$ cat src/pkg/fcss_pkg.sv
/*
 * Constants and the sector-index helper shared by both ends of the flash command
 * and status sequencer. Assumes one 25 MHz clock for both ends.
 */
`default_nettype none
package fcss_pkg;
	localparam int CLK_MHZ = 25;
	localparam int NSECT = 12;
	localparam int ADDR_W = 16;
	localparam int DATA_W = 16;
	localparam logic [15:0] UNLK_ADDR1 = 16'h0AAA;
	localparam logic [15:0] UNLK_ADDR2 = 16'h0554;
	localparam logic [7:0] CMD_UNLK1 = 8'hAA;
	localparam logic [7:0] CMD_UNLK2 = 8'h55;
	localparam logic [7:0] CMD_PROG = 8'hA0;
	localparam logic [7:0] CMD_ERASE = 8'h80;
	localparam logic [7:0] CMD_BULK = 8'h10;
	localparam logic [7:0] CMD_SECT = 8'h30;
	localparam logic [7:0] CMD_BYPASS = 8'h20;
	localparam logic [7:0] CMD_BYP_EXIT1 = 8'h90;
	localparam logic [7:0] CMD_BYP_EXIT2 = 8'h00;
	localparam logic [7:0] CMD_RESET = 8'hF0;
	localparam logic [7:0] CMD_SUSPEND = 8'hB0;
	localparam logic [7:0] CMD_RESUME = 8'h30;
	localparam int POLL_BIT = 7;
	localparam int TOG_BIT = 6;
	localparam int ERR_BIT = 5;
	localparam int WIN_BIT = 3;
	localparam int WIN_US = 100;
	localparam int RST_US = 25;
	localparam int SUSP_NS = 1000;
	localparam int PROG_US = 10;
	localparam int ERASE_US = 1000;
	localparam int WIN_CYC = WIN_US * CLK_MHZ;
	localparam int RST_CYC = RST_US * CLK_MHZ;
	localparam int SUSP_CYC = SUSP_NS * CLK_MHZ / 1000;
	localparam int PROG_CYC = PROG_US * CLK_MHZ;
	localparam int TMR_W = 24;
	localparam logic [15:0] INVALID_WORD = 16'h5A5A;
	localparam logic [15:0] ERASED_WORD = 16'hFFFF;
	localparam logic [7:0] HOFS_ADDR = 8'h00;
	localparam logic [7:0] HOFS_WDATA = 8'h04;
	localparam logic [7:0] HOFS_SEL = 8'h08;
	localparam logic [7:0] HOFS_CTRL = 8'h0C;
	localparam logic [7:0] HOFS_RDATA = 8'h10;
	localparam logic [7:0] HOFS_STAT = 8'h14;
	localparam logic [7:0] HOFS_PROT = 8'h18;
	localparam int CTRL_WR = 0;
	localparam int CTRL_RD = 1;
	localparam int CTRL_POLL = 2;
	localparam int STAT_BUSY = 0;
	localparam int STAT_OK = 1;
	localparam int STAT_FAIL = 2;

	function automatic logic [3:0] fcss_sect_idx(input logic [NSECT-1:0] s);
		logic [3:0] r;
		r = 4'h0;
		for (int i = 0; i < NSECT; i++) begin
			if (s[i]) begin
				r = 4'(i);
			end
		end
		return r;
	endfunction
endpackage
`default_nettype wire

$ cat src/pkg/fcss_if.sv
/*
 * Parallel memory bus between the controller and the flash sequencer.
 * Assumes both ends run on the same clock; strobes last one cycle.
 */
`default_nettype none
interface fcss_if;
	import fcss_pkg::*;
	logic wrStb;
	logic rdStb;
	logic [ADDR_W-1:0] addr;
	logic [DATA_W-1:0] wdata;
	logic [NSECT-1:0] sectSel;
	logic [DATA_W-1:0] rdata;
	logic rdValid;
	logic [NSECT-1:0] protStatus;
	modport dev(input wrStb, rdStb, addr, wdata, sectSel,
		output rdata, rdValid, protStatus);
	modport host(output wrStb, rdStb, addr, wdata, sectSel,
		input rdata, rdValid, protStatus);
endinterface
`default_nettype wire

$ cat src/logic/fcss_device.sv
/*
 * Flash command decoder, embedded algorithm timing and status bits,
 * with a small word array per sector. Assumes the controller drives
 * one-cycle strobes on the same clock and a one-hot sector select.
 */
// The AHB-Lite slave port and the placing of the registers were left to the implementer.
`default_nettype none
module fcss_device import fcss_pkg::*; #(
	parameter int ERASE_TIME_US = ERASE_US,
	parameter int WPS_AW = 2,
	parameter bit BIG_END = 1'b0
) (
	input wire logic ref_clk,
	input wire logic rst_n,
	fcss_if.dev bus,
	input wire logic [NSECT-1:0] protectBits,
	input wire logic forceFail,
	output logic busy
);
	localparam int ERASE_CYC = ERASE_TIME_US * CLK_MHZ;
	localparam int NWORD = NSECT << WPS_AW;
	localparam int IDX_W = 4 + WPS_AW;

	if (WPS_AW < 1 || WPS_AW > 8 || ERASE_CYC >= (1 << TMR_W)) begin : g_chk
		$error("fcss_device: unsupported parameters");
	end

	typedef enum logic [4:0] {
		S_READ, S_UNLK1, S_UNLK2, S_PADDR, S_PROGRAM, S_EUNLK0, S_EUNLK1,
		S_ECMD, S_BULK, S_SWIN, S_SERASE, S_SPEND, S_SUSP, S_ERR,
		S_RSTW, S_BYP, S_BPROG, S_BEXIT
	} fcss_state_t;

	fcss_state_t stateFf, nxt_state;
	logic [TMR_W-1:0] timerFf, nxt_timer, remFf, nxt_rem;
	logic [NSECT-1:0] maskFf, nxt_mask;
	logic bypFf, nxt_byp, errFf, nxt_err, badFf, nxt_bad;
	logic [IDX_W-1:0] tgtIdxFf, nxt_tgtIdx;
	logic [15:0] tgtDataFf, nxt_tgtData;
	logic [15:0] mem [NWORD];
	logic memWr, fillGo;
	logic [15:0] fillVal;
	logic [NSECT-1:0] fillMask;
	logic togFf, statHit, tDone, isReset, atUnlk1, atUnlk2, suspCmd;
	logic resumeCmd, secHit, okSect;
	logic [3:0] secIdx;
	logic [IDX_W-1:0] wIdx;
	logic [7:0] wb, statByte;
	logic [15:0] rdataFf;
	logic rdValidFf;

	assign wb = bus.wdata[7:0];
	assign secHit = |bus.sectSel;
	assign secIdx = fcss_sect_idx(bus.sectSel);
	assign wIdx = {secIdx, bus.addr[WPS_AW:1]};
	assign tDone = (timerFf == '0);
	assign isReset = bus.wrStb && wb == CMD_RESET;
	assign atUnlk1 = bus.wrStb && wb == CMD_UNLK1 && bus.addr == UNLK_ADDR1;
	assign atUnlk2 = bus.wrStb && wb == CMD_UNLK2 && bus.addr == UNLK_ADDR2;
	assign suspCmd = bus.wrStb && wb == CMD_SUSPEND && !bus.addr[0]
		&& secHit;
	assign resumeCmd = bus.wrStb && wb == CMD_RESUME && !bus.addr[0]
		&& secHit;
	assign okSect = secHit && !protectBits[secIdx];

	always_comb begin
		nxt_state = stateFf;
		nxt_timer = tDone ? timerFf : timerFf - 1'b1;
		nxt_rem = remFf;
		nxt_mask = maskFf;
		nxt_byp = bypFf;
		nxt_err = errFf;
		nxt_bad = badFf;
		nxt_tgtIdx = tgtIdxFf;
		nxt_tgtData = tgtDataFf;
		memWr = 1'b0;
		fillGo = 1'b0;
		fillVal = 16'h0000;
		fillMask = '0;
		unique case (stateFf)
			S_READ: begin
				if (atUnlk1) begin
					nxt_state = S_UNLK1;
				end
			end
			S_UNLK1: begin
				if (bus.wrStb) begin
					nxt_state = atUnlk2 ? S_UNLK2 : S_READ;
				end
			end
			S_UNLK2: begin
				if (bus.wrStb) begin
					nxt_state = S_READ;
					if (bus.addr == UNLK_ADDR1 && wb == CMD_PROG) begin
						nxt_state = S_PADDR;
					end
					if (bus.addr == UNLK_ADDR1 && wb == CMD_ERASE) begin
						nxt_state = S_EUNLK0;
					end
					if (bus.addr == UNLK_ADDR1 && wb == CMD_BYPASS) begin
						nxt_state = S_BYP;
						nxt_byp = 1'b1;
					end
				end
			end
			S_PADDR, S_BPROG: begin
				if (bus.wrStb) begin
					nxt_state = bypFf ? S_BYP : S_READ;
					if (okSect) begin
						nxt_state = S_PROGRAM;
						nxt_tgtIdx = wIdx;
						nxt_tgtData = bus.wdata;
						nxt_bad = |(bus.wdata & ~mem[wIdx]);
						nxt_timer = TMR_W'(PROG_CYC);
					end
				end
			end
			S_PROGRAM: begin
				// writes here, reset included, fall on the floor
				if (tDone) begin
					if (badFf || forceFail) begin
						nxt_state = S_ERR;
						nxt_err = 1'b1;
					end else begin
						memWr = 1'b1;
						nxt_state = bypFf ? S_BYP : S_READ;
					end
				end
			end
			S_EUNLK0: begin
				if (bus.wrStb) begin
					nxt_state = atUnlk1 ? S_EUNLK1 : S_READ;
				end
			end
			S_EUNLK1: begin
				if (bus.wrStb) begin
					nxt_state = atUnlk2 ? S_ECMD : S_READ;
				end
			end
			S_ECMD: begin
				if (bus.wrStb) begin
					nxt_state = S_READ;
					if (wb == CMD_BULK && bus.addr == UNLK_ADDR1) begin
						nxt_state = S_BULK;
						fillGo = 1'b1;
						fillMask = ~protectBits;
						nxt_timer = TMR_W'(ERASE_CYC);
					end else if (wb == CMD_SECT && secHit) begin
						nxt_state = S_SWIN;
						nxt_mask = okSect ? bus.sectSel : '0;
						nxt_timer = TMR_W'(WIN_CYC);
					end
				end
			end
			S_BULK: begin
				if (tDone) begin
					if (forceFail) begin
						nxt_state = S_ERR;
						nxt_err = 1'b1;
					end else begin
						nxt_state = S_READ;
						fillGo = 1'b1;
						fillVal = ERASED_WORD;
						fillMask = ~protectBits;
					end
				end
			end
			S_SWIN: begin
				if (bus.wrStb && wb == CMD_SECT && secHit) begin
					nxt_timer = TMR_W'(WIN_CYC);
					if (okSect) begin
						nxt_mask = maskFf | bus.sectSel;
					end
				end else if (suspCmd) begin
					nxt_state = S_SPEND;
					fillGo = 1'b1;
					fillMask = maskFf;
					nxt_rem = TMR_W'(ERASE_CYC);
					nxt_timer = TMR_W'(SUSP_CYC);
				end else if (bus.wrStb) begin
					nxt_state = S_READ;
					nxt_mask = '0;
				end else if (tDone) begin
					// all-protected selection just times out to read
					nxt_state = (maskFf == '0) ? S_READ : S_SERASE;
					fillGo = 1'b1;
					fillMask = maskFf;
					nxt_timer = TMR_W'(ERASE_CYC);
				end
			end
			S_SERASE: begin
				if (isReset) begin
					nxt_state = S_RSTW;
					nxt_timer = TMR_W'(RST_CYC);
				end else if (suspCmd) begin
					nxt_state = S_SPEND;
					nxt_rem = timerFf;
					nxt_timer = TMR_W'(SUSP_CYC);
				end else if (tDone) begin
					if (forceFail) begin
						nxt_state = S_ERR;
						nxt_err = 1'b1;
					end else begin
						nxt_state = S_READ;
						fillGo = 1'b1;
						fillVal = ERASED_WORD;
						fillMask = maskFf;
						nxt_mask = '0;
					end
				end
			end
			S_SPEND: begin
				if (tDone) begin
					nxt_state = S_SUSP;
				end
			end
			S_SUSP: begin
				if (resumeCmd) begin
					nxt_state = S_SERASE;
					nxt_timer = remFf;
				end else if (isReset) begin
					nxt_state = S_RSTW;
					nxt_timer = TMR_W'(RST_CYC);
				end
			end
			S_ERR: begin
				if (isReset) begin
					nxt_state = S_RSTW;
					nxt_timer = TMR_W'(RST_CYC);
				end
			end
			S_RSTW: begin
				if (tDone) begin
					nxt_state = S_READ;
					nxt_err = 1'b0;
					nxt_mask = '0;
					nxt_byp = 1'b0;
				end
			end
			S_BYP: begin
				if (bus.wrStb && wb == CMD_PROG) begin
					nxt_state = S_BPROG;
				end else if (bus.wrStb && wb == CMD_BYP_EXIT1) begin
					nxt_state = S_BEXIT;
				end
				// anything else is dropped in bypass mode
			end
			S_BEXIT: begin
				if (bus.wrStb) begin
					nxt_state = (wb == CMD_BYP_EXIT2) ? S_READ : S_BYP;
					nxt_byp = (wb != CMD_BYP_EXIT2);
				end
			end
		endcase
	end

	always_ff @(posedge ref_clk) begin
		if (!rst_n) begin
			stateFf <= S_READ;
			timerFf <= '0;
			remFf <= '0;
			maskFf <= '0;
			bypFf <= 1'b0;
			errFf <= 1'b0;
			badFf <= 1'b0;
			tgtIdxFf <= '0;
			tgtDataFf <= 16'h0000;
		end else begin
			stateFf <= nxt_state;
			timerFf <= nxt_timer;
			remFf <= nxt_rem;
			maskFf <= nxt_mask;
			bypFf <= nxt_byp;
			errFf <= nxt_err;
			badFf <= nxt_bad;
			tgtIdxFf <= nxt_tgtIdx;
			tgtDataFf <= nxt_tgtData;
		end
	end

	// the array comes out of reset erased; programming only clears bits
	always_ff @(posedge ref_clk) begin
		for (int i = 0; i < NWORD; i++) begin
			if (!rst_n) begin
				mem[i] <= ERASED_WORD;
			end else if (fillGo && fillMask[i >> WPS_AW]) begin
				mem[i] <= fillVal;
			end else if (memWr && tgtIdxFf == IDX_W'(i)) begin
				mem[i] <= mem[i] & tgtDataFf;
			end
		end
	end

	always_comb begin
		unique case (stateFf)
			S_PROGRAM: statHit = (wIdx == tgtIdxFf);
			S_BULK, S_ERR, S_RSTW: statHit = 1'b1;
			S_SWIN, S_SERASE, S_SPEND: begin
				statHit = secHit && maskFf[secIdx] && !bus.addr[0];
			end
			default: statHit = 1'b0;
		endcase
	end

	assign statByte = {stateFf == S_PROGRAM && !tgtDataFf[POLL_BIT],
		!togFf, errFf, 1'b0, stateFf != S_SWIN, 3'b000};

	always_ff @(posedge ref_clk) begin
		if (!rst_n) begin
			togFf <= 1'b0;
		end else if (bus.rdStb && statHit) begin
			togFf <= !togFf;
		end
	end

	always_ff @(posedge ref_clk) begin
		if (!rst_n) begin
			rdValidFf <= 1'b0;
			rdataFf <= 16'h0000;
		end else begin
			rdValidFf <= bus.rdStb;
			if (bus.rdStb) begin
				if (statHit) begin
					rdataFf <= BIG_END ? {statByte, 8'h00}
						: {8'h00, statByte};
				end else if (stateFf == S_SUSP && secHit && maskFf[secIdx]) begin
					rdataFf <= INVALID_WORD;
				end else begin
					rdataFf <= mem[wIdx];
				end
			end
		end
	end

	assign bus.rdata = rdataFf;
	assign bus.rdValid = rdValidFf;
	assign bus.protStatus = protectBits;
	assign busy = !(stateFf inside {S_READ, S_UNLK1, S_UNLK2, S_PADDR,
		S_EUNLK0, S_EUNLK1, S_ECMD, S_SUSP, S_BYP, S_BPROG, S_BEXIT});
endmodule
`default_nettype wire

$ cat src/flat_wrapper.sv
// flat-port wrapper written by rule: the top's interface ports become plain ports
module fcss_device_flat import fcss_pkg::*;
#(
	parameter int ERASE_TIME_US = ERASE_US,
	parameter int WPS_AW = 2,
	parameter bit BIG_END = 1'b0
)
  (ref_clk, rst_n, protectBits, forceFail, busy, bus_wrStb, bus_rdStb, bus_addr, bus_wdata, bus_sectSel, bus_rdata, bus_rdValid, bus_protStatus);
  fcss_if bus_i ();
  input wire logic ref_clk;
  input wire logic rst_n;
  input wire logic [NSECT-1:0] protectBits;
  input wire logic forceFail;
  output logic busy;
  input wire logic [$bits(bus_i.wrStb)-1:0] bus_wrStb;
  input wire logic [$bits(bus_i.rdStb)-1:0] bus_rdStb;
  input wire logic [$bits(bus_i.addr)-1:0] bus_addr;
  input wire logic [$bits(bus_i.wdata)-1:0] bus_wdata;
  input wire logic [$bits(bus_i.sectSel)-1:0] bus_sectSel;
  output wire logic [$bits(bus_i.rdata)-1:0] bus_rdata;
  output wire logic [$bits(bus_i.rdValid)-1:0] bus_rdValid;
  output wire logic [$bits(bus_i.protStatus)-1:0] bus_protStatus;
  assign bus_i.wrStb = bus_wrStb;
  assign bus_i.rdStb = bus_rdStb;
  assign bus_i.addr = bus_addr;
  assign bus_i.wdata = bus_wdata;
  assign bus_i.sectSel = bus_sectSel;
  assign bus_rdata = bus_i.rdata;
  assign bus_rdValid = bus_i.rdValid;
  assign bus_protStatus = bus_i.protStatus;
  fcss_device #(.ERASE_TIME_US(ERASE_TIME_US), .WPS_AW(WPS_AW), .BIG_END(BIG_END)) u_core (.ref_clk(ref_clk), .rst_n(rst_n), .bus(bus_i), .protectBits(protectBits), .forceFail(forceFail), .busy(busy));
endmodule
$ cat config.mk
export PLATFORM = sky130hd
export DESIGN_NAME = fcss_device_flat
export DESIGN_NICKNAME = d
export VERILOG_FILES = /design/src/pkg/fcss_pkg.sv /design/src/pkg/fcss_if.sv /design/src/logic/fcss_device.sv /design/src/flat_wrapper.sv
export SDC_FILE = /design/constraint.sdc
export NUM_CORES = 2
export LEC_CHECK = 0
export BUFFER_PORTS_ARGS = -buffer_cell sky130_fd_sc_hd__buf_2
export CORE_MARGIN = 2
export CORE_UTILIZATION = 35
export DETAILED_ROUTE_END_ITERATION = 8
export GPL_ROUTABILITY_DRIVEN = 0
export HOLD_SLACK_MARGIN = 0.02
export SYNTH_ARGS = -nofsm -noshare
export SYNTH_HDL_FRONTEND = slang
export SYNTH_SLANG_ARGS = --single-unit
$ cat constraint.sdc
create_clock -name ref_clk -period 6.43 [get_ports ref_clk]
set_clock_uncertainty 0.15 [all_clocks]
set_input_delay 1.929 -clock ref_clk [delete_from_list [all_inputs] [get_ports ref_clk]]
set_output_delay 1.929 -clock ref_clk [all_outputs]
set_load 0.005 [all_outputs]
==> flow_metrics.tcl <==
set metrics [dict create \
    p_per_area_mw_per_mm2 264 \
    drc 0 \
    cp_num_buf_inv 2 \
    min_period_ps 5200 \
    report.final.slew_viol_count 0 \
    avgViaCountPerCell 5.84 \
    yosys.area_share.xor_xnor 0.00590 \
    status "finished clean" \
    synth_top_family_by_area "compound AO/OA/AOI/OAI gates" \
    max_stage_delay_ps 680 \
    first_global_vias 31800 \
    tns_ps 0 \
    core_area_sq_mm 0.126 \
    synthArstFlopShare 0 \
    drive_above_1_share 0.174 \
    die_w_um 361 \
    clock-sinks 876 \
    finalHoldViolCount 0 \
    postCtsSetupBuffers 0 \
    first_pass_iters 6 \
    ant_nets 0 \
    synth_ff_type "edfxtp_1" \
    ys_ff_latch 876 \
    seqCellArea_sq_mm 0.0252 \
    worstPathRequired_ps 6650 \
    cts_tree "done" \
    yosysTopAreaCell "edfxtp_1" \
    hp-class "flop to flop" \
    hold_depth 2 \
    cts_resized 0 \
    crit_fanout 16 \
    ioPinCount 91 \
    cts-buffers-inserted 96 \
    synth_top_area_share 0.518 \
    r2r_cells 7 \
    synth-compound-area-share 0.140 \
    syn_to_final_growth_pct 13.1 \
    final_cell_mix "nand2_1 (954), a21oi_1 (869), edfxtp_1 (768)" \
    synth_area_sq_mm 0.0445 \
    num_vias 33600 \
    clk_latency_ps 690 \
    cap_viol_max_count 0 \
    ctsHoldBuffers 0 \
    setup.worst_path.end_class "flop" \
    grt_use_total 0.211 \
    cts_max_level 3 \
    synth_cell_type_count 81 \
    die_area_sq_mm 0.130 \
    synth-adder-area-share 0.000843 \
    synth_enable_flop_cells 768 \
    layout.nets 4092 \
    grt_pass1_wl_um 210000 \
    ys_warn_count 0 \
    n_fill_cell 12100 \
    portBuffers 90 \
    dpl.hpwl_um 92300 \
    multi_input_area_sq_mm 0.0180 \
    fmaxAchievable_mhz 192 \
    worstPathCellList "buf_2 -> or4_1 -> or3_1 -> and3b_1 -> a21oi_2 -> o32ai_2 -> buf_4 -> a2bb2oi_2 -> nand3_2 -> nor2_2 -> a21oi_1" \
    rsz0062_at_grt "no" \
    final_common_cell "nand2_1" \
    grt_max_degree 65 \
    p_leak_nw 12.9 \
    relSlewSlack 0.0809 \
    crit_type "input pin to flop" \
    fin_cells 5758 \
    syn_inst 4029 \
    synth.area.top_cells "edfxtp_1 (52%), mux4_2 (9.8%), a21oi_1 (9.8%)" \
    crit_family "simple AND/OR/NAND/NOR gates" \
    worst_setup_path_start_kind "input pin" \
    tightest_slew_ps 1380 \
    clk_pin_slew_ps 60 \
    post-route-period-util 0.809 \
    synth-simple-area-share 0.126 \
    setup_viol 0 \
    routed_wl_um 142000 \
    drt-initial-drc-count 4277 \
    cp_slowest_cell "nor2_2" \
    dp.cells 5580 \
    initial_core_util 0.354 \
    syn_avg_cell_area_sq_um 11.0 \
    grt-ovfl-total 0 \
    rows 130 \
    synthMuxAreaShare 0.126 \
    antenna_found_initial 2 \
    cts_root_buf "clkbuf_16" \
    die_height_um 361 \
    diodes 0 \
    ir_drop_mv 0.200 \
    cp.depth 11 \
    synth_fp_nets 4093 \
    arrival_ps 5420 \
    yosysSeqAreaShare 0.567 \
    clockBufferDepth 3 \
    wl_per_cell_um 24.7 \
]
synthesized netlist by cell type (10+ instances only):
cell,n
o21ai_0,101
dfxtp_1,108
nor2_1,101
nand3_1,47
mux2i_1,115
xnor2_1,14
a211oi_1,14
buf_1,12
edfxtp_1,768
xor2_1,16
inv_1,10
nor2b_1,19
nor2_2,33
buf_2,120
and2_1,19
or4_1,11
a221oi_1,10
nand2b_1,15
clkbuf_1,191
nand2_1,954
nor3_1,46
nor4_1,11
a22o_1,19
a21oi_1,869
mux4_2,194
buf_4,20
a31oi_1,14
registers in the layout (all words and copies together) (netlist names):
register / cells
u_core.togFf: 1
u_core.tgtDataFf: 16
u_core.stateFf: 5
u_core.badFf: 1
u_core.remFf: 24
u_core.bypFf: 1
u_core.maskFf: 12
u_core.bus.rdata: 16
u_core.errFf: 1
u_core.bus.rdValid: 1
u_core.timerFf: 24
u_core.mem: 768
u_core.tgtIdxFf: 6
per-stage QoR:
stage / hold slack [ps] / utilization / area, sq um / worst slack, ps / total power [mW]
finish: 300 / 0.400 / 50300 / 1230 / 13.3
global route: 321 / 0.400 / 50300 / 1070 / 13.7
CTS: 302 / 0.400 / 50300 / 1290 / 13.3
detailed placement: 294 / 0.375 / 47200 / 582 / 7.78
global placement: 285 / 0.375 / 47200 / 661 / 7.77
floorplan: 275 / - / 44500 / 1200 / 7.33
worst reg2reg max path: cells and delay by family, from the launching register on:
kind | cells | cell delay, ps
flip-flops | 1 | 580
AO/OA/AOI/OAI | 1 | 1030
AND/OR/NAND/NOR | 6 | 2500
final cells by class:
cell class / instances / area share
Tap cell: 1650 / 0.0410
Multi-Input combinational cell: 2799 / 0.357
Timing Repair Buffer: 244 / 0.0378
Sequential cell: 876 / 0.501
Clock inverter: 63 / 0.0125
Clock buffer: 115 / 0.0498
Inverter: 11 / 0.000820
path summary, 6_finish.rpt:
check | start | end | slack (ps)
max | bus_sectSel[3] | u_core.mem[33][3] | 1230
max reg2reg | u_core.stateFf[4] | u_core.mem[45][12] | 1780
min | u_core.remFf[18] | u_core.remFf[18] | 300
min reg2reg | u_core.remFf[18] | u_core.remFf[18] | 300
cell families (layout without fill, tap and decap cells):
family	after synthesis	in the layout
compound gates	1135	1135
xor+xnor	30	30
mux	315	315
simple gates	1316	1316
fa+ha+maj	3	3
buf+inv	354	433
flops	876	876
report_power, final:
group / total, mW / internal [mW] / switching [mW]
sequential: 6.41 / 6.28 / 0.135
combinational: 1.28 / 0.459 / 0.817
clock: 5.61 / 3.22 / 2.38
metal layers:
metal,track usage,vias to the layer above,routed length [um],share of wire
met4,0.0724,4,4660,0.033
met1,0.300,16700,59800,0.42
met2,0.319,1685,63500,0.45
met5,0,-,28,0.00020
li1,-,15000,-,-
met3,0.0464,264,14100,0.099
Note: power is estimated with default switching activity, not from simulation.
